**config.mk**
```make
export PLATFORM = sky130hd
export DESIGN_NAME = cmc_mode_ctrl
export DESIGN_NICKNAME = d
export VERILOG_FILES = /design/src/core/cmc_pkg.sv /design/src/core/cmc_mode_ctrl.sv
export VERILOG_INCLUDE_DIRS = /design/src /design/src/core
export SDC_FILE = /design/constraint.sdc
export NUM_CORES = 1
export LEC_CHECK = 0
export ABC_AREA = 1
export BUFFER_PORTS_ARGS = -buffer_cell sky130_fd_sc_hd__buf_2
export CAP_MARGIN = 20
export CORE_AREA = 2 2 90 92
export CTS_BUF_LIST = sky130_fd_sc_hd__clkbuf_8
export DETAILED_ROUTE_END_ITERATION = 8
export DIE_AREA = 0 0 92 94
export PLACE_DENSITY = 0.87
export SYNTH_ARGS = -nofsm -noshare
export SYNTH_HDL_FRONTEND = slang
export SYNTH_SLANG_ARGS = --single-unit
```
**constraint.sdc**
```tcl
create_clock -name clk -period 5.43 [get_ports clk]
set_clock_uncertainty 0.15 [all_clocks]
set_input_delay 1.3575 -clock clk [delete_from_list [all_inputs] [get_ports clk]]
set_output_delay 1.3575 -clock clk [all_outputs]
set_load 0.005 [all_outputs]
```
**src/core/cmc_cfg.svh**
```systemverilog
`ifndef CMC_CFG_SVH
`define CMC_CFG_SVH
// ----------------------------------------
// reset values
// ----------------------------------------
`define CMC_CTL0_RST   8'h00
`define CMC_RFLG_RST   8'h00
`define CMC_RIER_RST   8'h00
`define CMC_TFLG_RST   3'h7
`define CMC_TIER_RST   3'h0
`define CMC_TARQ_RST   3'h0
`define CMC_TAAK_RST   3'h0
`define CMC_TBSEL_RST  3'h0
`define CMC_BTR_RST    8'h00
`define CMC_IDAC_RST   8'h00
`define CMC_FILT_RST   8'h00
`define CMC_RECESSIVE  1'b1
`define CMC_DOMINANT   1'b0
`define CMC_BUF_DEPTH  2
`endif

```
**src/core/cmc_pkg.sv**
```systemverilog
`default_nettype none
package cmc_pkg;
  typedef enum logic [1:0] {
    CMC_ST_INIT = 2'h0,
    CMC_ST_RUN  = 2'h1,
    CMC_ST_SLP  = 2'h3
  } cmc_state_t;
  typedef enum logic [1:0] {
    CMC_W_BTR0 = 2'h0,
    CMC_W_BTR1 = 2'h1,
    CMC_W_IDAC = 2'h2,
    CMC_W_FILT = 2'h3
  } cmc_cfg_sel_t;
  typedef struct packed {
    logic [7:0] btr0;
    logic [7:0] btr1;
    logic [7:0] idac;
    logic [7:0] code;
    logic [7:0] mask;
  } cmc_cfg_t;
  typedef struct packed {
    logic       is_remote;
    logic [7:0] data;
  } cmc_rx_word_t;
endpackage
`default_nettype wire

```
**src/core/cmc_mode_ctrl.sv**
```systemverilog
`timescale 1ns/100ps
`default_nettype none
`include "cmc_cfg.svh"
module cmc_mode_ctrl
  import cmc_pkg::*;
#(
  parameter int DEPTH = `CMC_BUF_DEPTH
) (
  input  wire logic         clk,
  input  wire logic         rstn,
  input  wire logic         module_enable_bit,
  input  wire logic         init_request,
  input  wire logic         sleep_request,
  input  wire logic         special_mode,
  input  wire logic         emulation_mode,
  input  wire logic         listen_only,
  input  wire logic         cfg_wr,
  input  wire cmc_cfg_sel_t cfg_sel,
  input  wire logic [7:0]   cfg_wdata,
  input  wire logic         flag_wr,
  input  wire logic [7:0]   ctl0_wdata,
  input  wire logic [7:0]   rflg_wdata,
  input  wire logic [7:0]   rier_wdata,
  input  wire logic [2:0]   tflg_wdata,
  input  wire logic [2:0]   tier_wdata,
  input  wire logic [2:0]   tarq_wdata,
  input  wire logic [2:0]   tbsel_wdata,
  input  wire logic         eng_tx_pending,
  input  wire logic         eng_tx_bit,
  input  wire logic         eng_transmitting,
  input  wire logic         bus_rx_pin,
  input  wire logic         rx_frame_valid,
  input  wire cmc_rx_word_t rx_word,
  input  wire logic         rx_out_ready,
  output logic              rx_in_ready,
  output logic              rx_out_valid,
  output cmc_rx_word_t      rx_out_word,
  output logic              bus_transmit_pin,
  output logic              monitor_bit,
  output logic              tx_start_allow,
  output logic              eng_halt,
  output logic              eng_abort,
  output logic              sleep_acknowledge,
  output logic              init_acknowledge,
  output cmc_cfg_t          cfg,
  output logic [7:0]        control_register_0,
  output logic [7:0]        receiver_flag_register,
  output logic [7:0]        receiver_irq_enable_register,
  output logic [2:0]        transmit_flag_register,
  output logic [2:0]        transmit_irq_enable_register,
  output logic [2:0]        transmit_abort_request_register,
  output logic [2:0]        transmit_abort_ack_register,
  output logic [2:0]        transmit_buffer_select_register
);
  // the one-bit pointers below only serve a two-entry buffer
  if (DEPTH != `CMC_BUF_DEPTH) begin : g_depth_check
    $error("cmc_mode_ctrl: DEPTH must be 2");
  end

  // ----------------------------------------
  // mode state
  // ----------------------------------------
  cmc_state_t state;
  cmc_state_t next_state;
  logic       in_init;
  logic       init_entry;
  logic       cfg_open;

  // emulation_mode is deliberately not consulted: it behaves like normal mode
  assign in_init    = (state == CMC_ST_INIT);
  always_comb begin
    next_state = state;
    case (state)
      CMC_ST_RUN: begin
        if (module_enable_bit && init_request) begin
          next_state = CMC_ST_INIT;
        end else if (sleep_request && !eng_transmitting) begin
          next_state = CMC_ST_SLP;
        end
      end
      CMC_ST_SLP: begin
        if (module_enable_bit && init_request) begin
          next_state = CMC_ST_INIT;
        end else if (!sleep_request) begin
          next_state = CMC_ST_RUN;
        end
      end
      default: begin
        if (!(module_enable_bit && init_request)) begin
          next_state = CMC_ST_RUN;
        end
      end
    endcase
  end

  always_ff @(posedge clk or negedge rstn) begin
    if (!rstn) begin
      state <= CMC_ST_INIT;
    end else begin
      state <= next_state;
    end
  end

  // combinational so abort and recessive drive hit the same cycle as the request
  assign init_entry        = (state != CMC_ST_INIT) && (next_state == CMC_ST_INIT);
  assign eng_abort         = init_entry;
  assign eng_halt          = in_init || init_entry;
  assign sleep_acknowledge = (state == CMC_ST_SLP);
  assign init_acknowledge  = in_init;

  // ----------------------------------------
  // bus pin and loopback
  // ----------------------------------------
  logic drive_ok;
  assign drive_ok       = !listen_only && !eng_halt;
  assign tx_start_allow = !listen_only && !eng_halt && (state == CMC_ST_RUN) && eng_tx_pending;
  // pin low only when both enabled and the engine asks for dominant
  assign bus_transmit_pin = drive_ok ? eng_tx_bit : `CMC_RECESSIVE;
  // in listen-only mode the monitor sees own dominant even though the line stays recessive
  assign monitor_bit = listen_only ? (bus_rx_pin & eng_tx_bit) : bus_rx_pin;

  // ----------------------------------------
  // configuration registers
  // ----------------------------------------
  assign cfg_open = in_init || special_mode;
  always_ff @(posedge clk or negedge rstn) begin
    if (!rstn) begin
      cfg <= '{`CMC_BTR_RST, `CMC_BTR_RST, `CMC_IDAC_RST, `CMC_FILT_RST, `CMC_FILT_RST};
    end else if (cfg_wr && cfg_open) begin
      case (cfg_sel)
        CMC_W_BTR0: cfg.btr0 <= cfg_wdata;
        CMC_W_BTR1: cfg.btr1 <= cfg_wdata;
        CMC_W_IDAC: cfg.idac <= cfg_wdata;
        default: begin
          cfg.code <= cfg_wdata;
          cfg.mask <= cfg_wdata;
        end
      endcase
    end
  end

  // ----------------------------------------
  // control and flag registers
  // ----------------------------------------
  // registers are not writable during init: the reset to defaults wins over flag_wr there
  always_ff @(posedge clk or negedge rstn) begin
    if (!rstn) begin
      control_register_0              <= `CMC_CTL0_RST;
      receiver_flag_register          <= `CMC_RFLG_RST;
      receiver_irq_enable_register    <= `CMC_RIER_RST;
      transmit_flag_register          <= `CMC_TFLG_RST;
      transmit_irq_enable_register    <= `CMC_TIER_RST;
      transmit_abort_request_register <= `CMC_TARQ_RST;
      transmit_abort_ack_register     <= `CMC_TAAK_RST;
      transmit_buffer_select_register <= `CMC_TBSEL_RST;
    end else if (eng_halt) begin
      control_register_0              <= `CMC_CTL0_RST;
      receiver_flag_register          <= `CMC_RFLG_RST;
      receiver_irq_enable_register    <= `CMC_RIER_RST;
      transmit_flag_register          <= `CMC_TFLG_RST;
      transmit_irq_enable_register    <= `CMC_TIER_RST;
      transmit_abort_request_register <= `CMC_TARQ_RST;
      transmit_abort_ack_register     <= `CMC_TAAK_RST;
      transmit_buffer_select_register <= `CMC_TBSEL_RST;
    end else if (flag_wr) begin
      control_register_0              <= ctl0_wdata;
      receiver_flag_register          <= rflg_wdata;
      receiver_irq_enable_register    <= rier_wdata;
      transmit_flag_register          <= tflg_wdata;
      transmit_irq_enable_register    <= tier_wdata;
      transmit_abort_request_register <= tarq_wdata;
      transmit_abort_ack_register     <= tarq_wdata & transmit_flag_register;
      transmit_buffer_select_register <= tbsel_wdata;
    end
  end

  // ----------------------------------------
  // receive buffer
  // ----------------------------------------
  cmc_rx_word_t buf_mem [DEPTH];
  logic         wr_ptr;
  logic         rd_ptr;
  logic [1:0]   count;
  logic         push;
  logic         pop;

  assign rx_in_ready  = (count != 2'h2) && !eng_halt;
  assign rx_out_valid = (count != 2'h0);
  assign push         = rx_frame_valid && rx_in_ready;
  assign pop          = rx_out_valid && rx_out_ready;
  assign rx_out_word  = buf_mem[rd_ptr];

  always_ff @(posedge clk) begin
    if (push) begin
      buf_mem[wr_ptr] <= rx_word;
    end
  end

  always_ff @(posedge clk or negedge rstn) begin
    if (!rstn) begin
      wr_ptr <= 1'b0;
      rd_ptr <= 1'b0;
      count  <= 2'h0;
    end else begin
      if (push) begin
        wr_ptr <= ~wr_ptr;
      end
      if (pop) begin
        rd_ptr <= ~rd_ptr;
      end
      count <= count + {1'b0, push} - {1'b0, pop};
    end
  end
endmodule
`default_nettype wire

```
==> impl_summary.txt <==
----------------------------------------------------
[Outcome]
  Run status ... finished, final reports clean

[Clock tree]
  Post-CTS Hold Fix Bufs ... 0
  H-tree depth ... 3
  Worst-Skew Late Latency ... ~0.34 ns
  Clock transition at the registers of the reported paths ... 0.09 ns
  Setup bufs post-CTS ... 0
  Clock root buffer master ... sky130_fd_sc_hd__clkbuf_8
  Total clock buffers created by CTS ... 9
  TritonCTS clock tree ... built
  Post-cts sizing count ... 0
  Buffer depth of the longest clock path ... 2
  Clock sinks ... 95

[Floorplan]
  Io pins ... around 170
  Effective utilization at floorplan ... between 50% and 60%
  Y dimension of the die ... 94 um
  Floorplan row count ... 32
  Placeable core region ... ~7600 um^2
  Die span in x ... 92 um
  Full die area ... approximately 8600 um^2

[Setup path]
  Launch instance of the worst register-to-register path ... state[0]
  Critical path peak fanout ... 7
  Worst setup EP type ... primary output
  Worst path arrival time ... 2.02 ns
  Critical path launch point type ... input pin
  End point of the critical path ... tx_start_allow
  Path type of the worst setup path ... in -> out
  Startpoint of the worst setup timing path ... module_enable_bit
  Critical Path RT ... 3.92 ns
  Capture instance of the worst register-to-register path ... cfg[0]
  R2R Setup Slk ... 3.43 ns
  Reg2reg path depth ... 6

[Route]
  DRC violation count after routing ... 0
  WL final ... about 9.4 mm
  Iter 0 DRT Violations ... 139
  Ratio of routed vias to standard cells ... 4.96
  Total vias in the final route ... 3359
  Post-detailed-route wirelength per cell ... 13.9 um
  Final antenna-violating net count ... 0
  Detailed-routing iteration count for the pre-antenna-repair pass ... 5

[Yosys]
  Warnings from Yosys ... 0
  Register bit total from synthesis ... 95
  Share of the synthesized area in the top cell type ... 46.6%
  Number of standard cells after synthesis ... 415
  Part of the Yosys area used for sequential elements ... 62.1%
  Distinct cells, synth ... 29
  Cell accounting for the most synthesized area ... sky130_fd_sc_hd__dfrtp_1
  Cell types with the largest area share after synthesis ... sky130_fd_sc_hd__dfrtp_1 (47%), sky130_fd_sc_hd__nand2_1 (20%), sky130_fd_sc_hd__edfxtp_1 (14%)
  Netlist area before placement ... 3980 um^2
  Post-Syn Area per Cell ... 9.58 um^2
  Total nets after synthesis ... 488

[Global routing]
  Number of global-route vias before repair ... 3241
  Largest net degree at the start of global routing ... 78
  Global-route wire length before repair ... approximately 15 mm
  GRT Total Usage ... 22.4%
  Initial antenna violation count ... 0
  Remaining global-route overflow ... 0

[Placed design]
  Post-detailed-placement half-perimeter wirelength ... 7.06 mm
  Routability Congestion ... 0.784
  Port buffer count ... 166
  Placed standard-cell area ... 4760 um^2

[Timing]
  Period utilisation layout ... between 60% and 70%
  Slew @ Worst Pin ... 0.968 ns
  Number of endpoints with negative hold slack in the final report ... 0
  Min Clock Period, post-route ... 3.52 ns
  Achievable frequency ... approximately 280 MHz
  Setup TNS ... 0 ns
  Finish-stage setup viols ... 0
  Unrepaired setup endpoints after global routing ... false
  Worst rel slew slack ... 35.5%
  Number of slew-limit violations in the final report ... 0

[Finish]
  Area of all placed cells without fillers ... between 4000 and 5000 um^2
  Fraction of layout cells with a size suffix above 1 ... 33.9%
  Top library cells by usage in the layout, fill and taps aside ... sky130_fd_sc_hd__nand2_1 (208), sky130_fd_sc_hd__buf_2 (165), sky130_fd_sc_hd__dfrtp_1 (74), sky130_fd_sc_hd__nand4_1 (34), sky130_fd_sc_hd__edfxtp_1 (18)
  Most frequent standard cell in the layout excluding fill and tap cells ... sky130_fd_sc_hd__nand2_1
  Post-layout net count ... 643
  Diode insertion count for antenna repair ... 0
  Syn-to-layout area delta ... 24.3%
  Core utilization of the finished layout ... 65.0%

[Power]
  Seq pwr share ... a little over half
  Power per unit of standard cell area ... 352 nW/um^2
  Net switching fraction of the power ... 31.7%
  Switching power summed over all nets ... 0.551 mW
  Int Power ... 1.19 mW
  Leak ... 2.83 nW
  Clock share of power ... 23.9%
  Combinational cell fraction of total power ... 23.8%
  IR Drop Worst-Case VDD ... 174 uV

[Run]
  Number of maximum-capacitance constraint violations ... 0

[Hold path]
  Min-Delay Path Class ... reg -> reg

----------------------------------------------------
## routing by layer
metal	routed length, um	global-route usage [%]	vias up
met3	669	4.65	15
met5	0	0	-
met2	4820	39.6	141
met1	3770	27.2	1568
li1	-	-	1635
met4	170	8.33	0
## registers in the layout (all words and copies together) (netlist names)
signal,cells
buf_mem,18
transmit_buffer_select_register,3
cfg,32
transmit_flag_register,3
rd_ptr,1
state,2
control_register_0,8
count,2
transmit_abort_ack_register,3
receiver_flag_register,8
transmit_abort_request_register,3
receiver_irq_enable_register,8
transmit_irq_enable_register,3
wr_ptr,1
## cells by family after synthesis
family / count (synthesis) / synth area share, %
buf+inv: 42 / 6.26
xor+xnor: 3 / 0.661
flops: 95 / 62.1
compound gates: 4 / 0.629
fa+ha+maj: 2 / 0.629
simple gates: 269 / 29.7
## cell usage after synthesis (all sizes together)
| master | number |
|---|---|
| a21boi | 1 |
| buf | 19 |
| clkbuf | 3 |
| clkinv | 2 |
| dfrtp | 74 |
| dfstp | 3 |
| edfxtp | 18 |
| ha | 2 |
| inv | 18 |
| nand2 | 211 |
| nand3 | 11 |
| nand4 | 34 |
| nor2 | 12 |
| nor3 | 1 |
| o21ai | 2 |
| o31ai | 1 |
| xnor2 | 1 |
| xor2 | 2 |
## how the worst min path moves through the flow
stage                                             from                                  to  depth (start not counted)
floorplan                                       wr_ptr                              wr_ptr                          2
global placement                 control_register_0[6]               control_register_0[6]                          2
detailed placement  transmit_abort_request_register[1]  transmit_abort_request_register[1]                          2
CTS                              control_register_0[2]               control_register_0[2]                          2
global route                                   cfg[17]                             cfg[17]                          2
finish                       receiver_flag_register[0]           receiver_flag_register[0]                          2
## area by class of cell
class                      count  area, um^2
fill                         640        2670
sequential                    95        2470
multi-input combinational    278        1260
timing repair buffer         166         833
tap                          102         128
clock buffer                   9         124
inverter                      20        75.1
clock inverter                 7        53.8
## through the flow
stage / hold WS (ns) / instances / setup slack [ns] / power [mW]
global route: 0.349 / 677 / 1.84 / 1.85
global placement: 0.298 / 661 / 1.93 / 1.31
finish: 0.319 / 677 / 1.91 / 1.74
detailed placement: 0.303 / 661 / 1.91 / 1.34
CTS: 0.326 / 677 / 1.91 / 1.76
floorplan: 0.300 / 415 / 2.17 / 1.14
## worst max-delay path, cell delays in order
cell and delay [ns]:
sky130_fd_sc_hd__buf_2 0.11, sky130_fd_sc_hd__nand3_2 0.14, sky130_fd_sc_hd__nand2_8 0.12, sky130_fd_sc_hd__nor3_1 0.15, sky130_fd_sc_hd__buf_2 0.14
## power groups by stage
stage	registers (mW)	clock network, mW	logic (mW)
after CTS	0.909	0.429	0.422
after floorplan	0.912	0	0.228
after detailed placement	0.921	0	0.422
final	0.909	0.416	0.415
after global routing	0.924	0.459	0.470
after global placement	0.915	0	0.399
(Power assumes the default switching activity.)
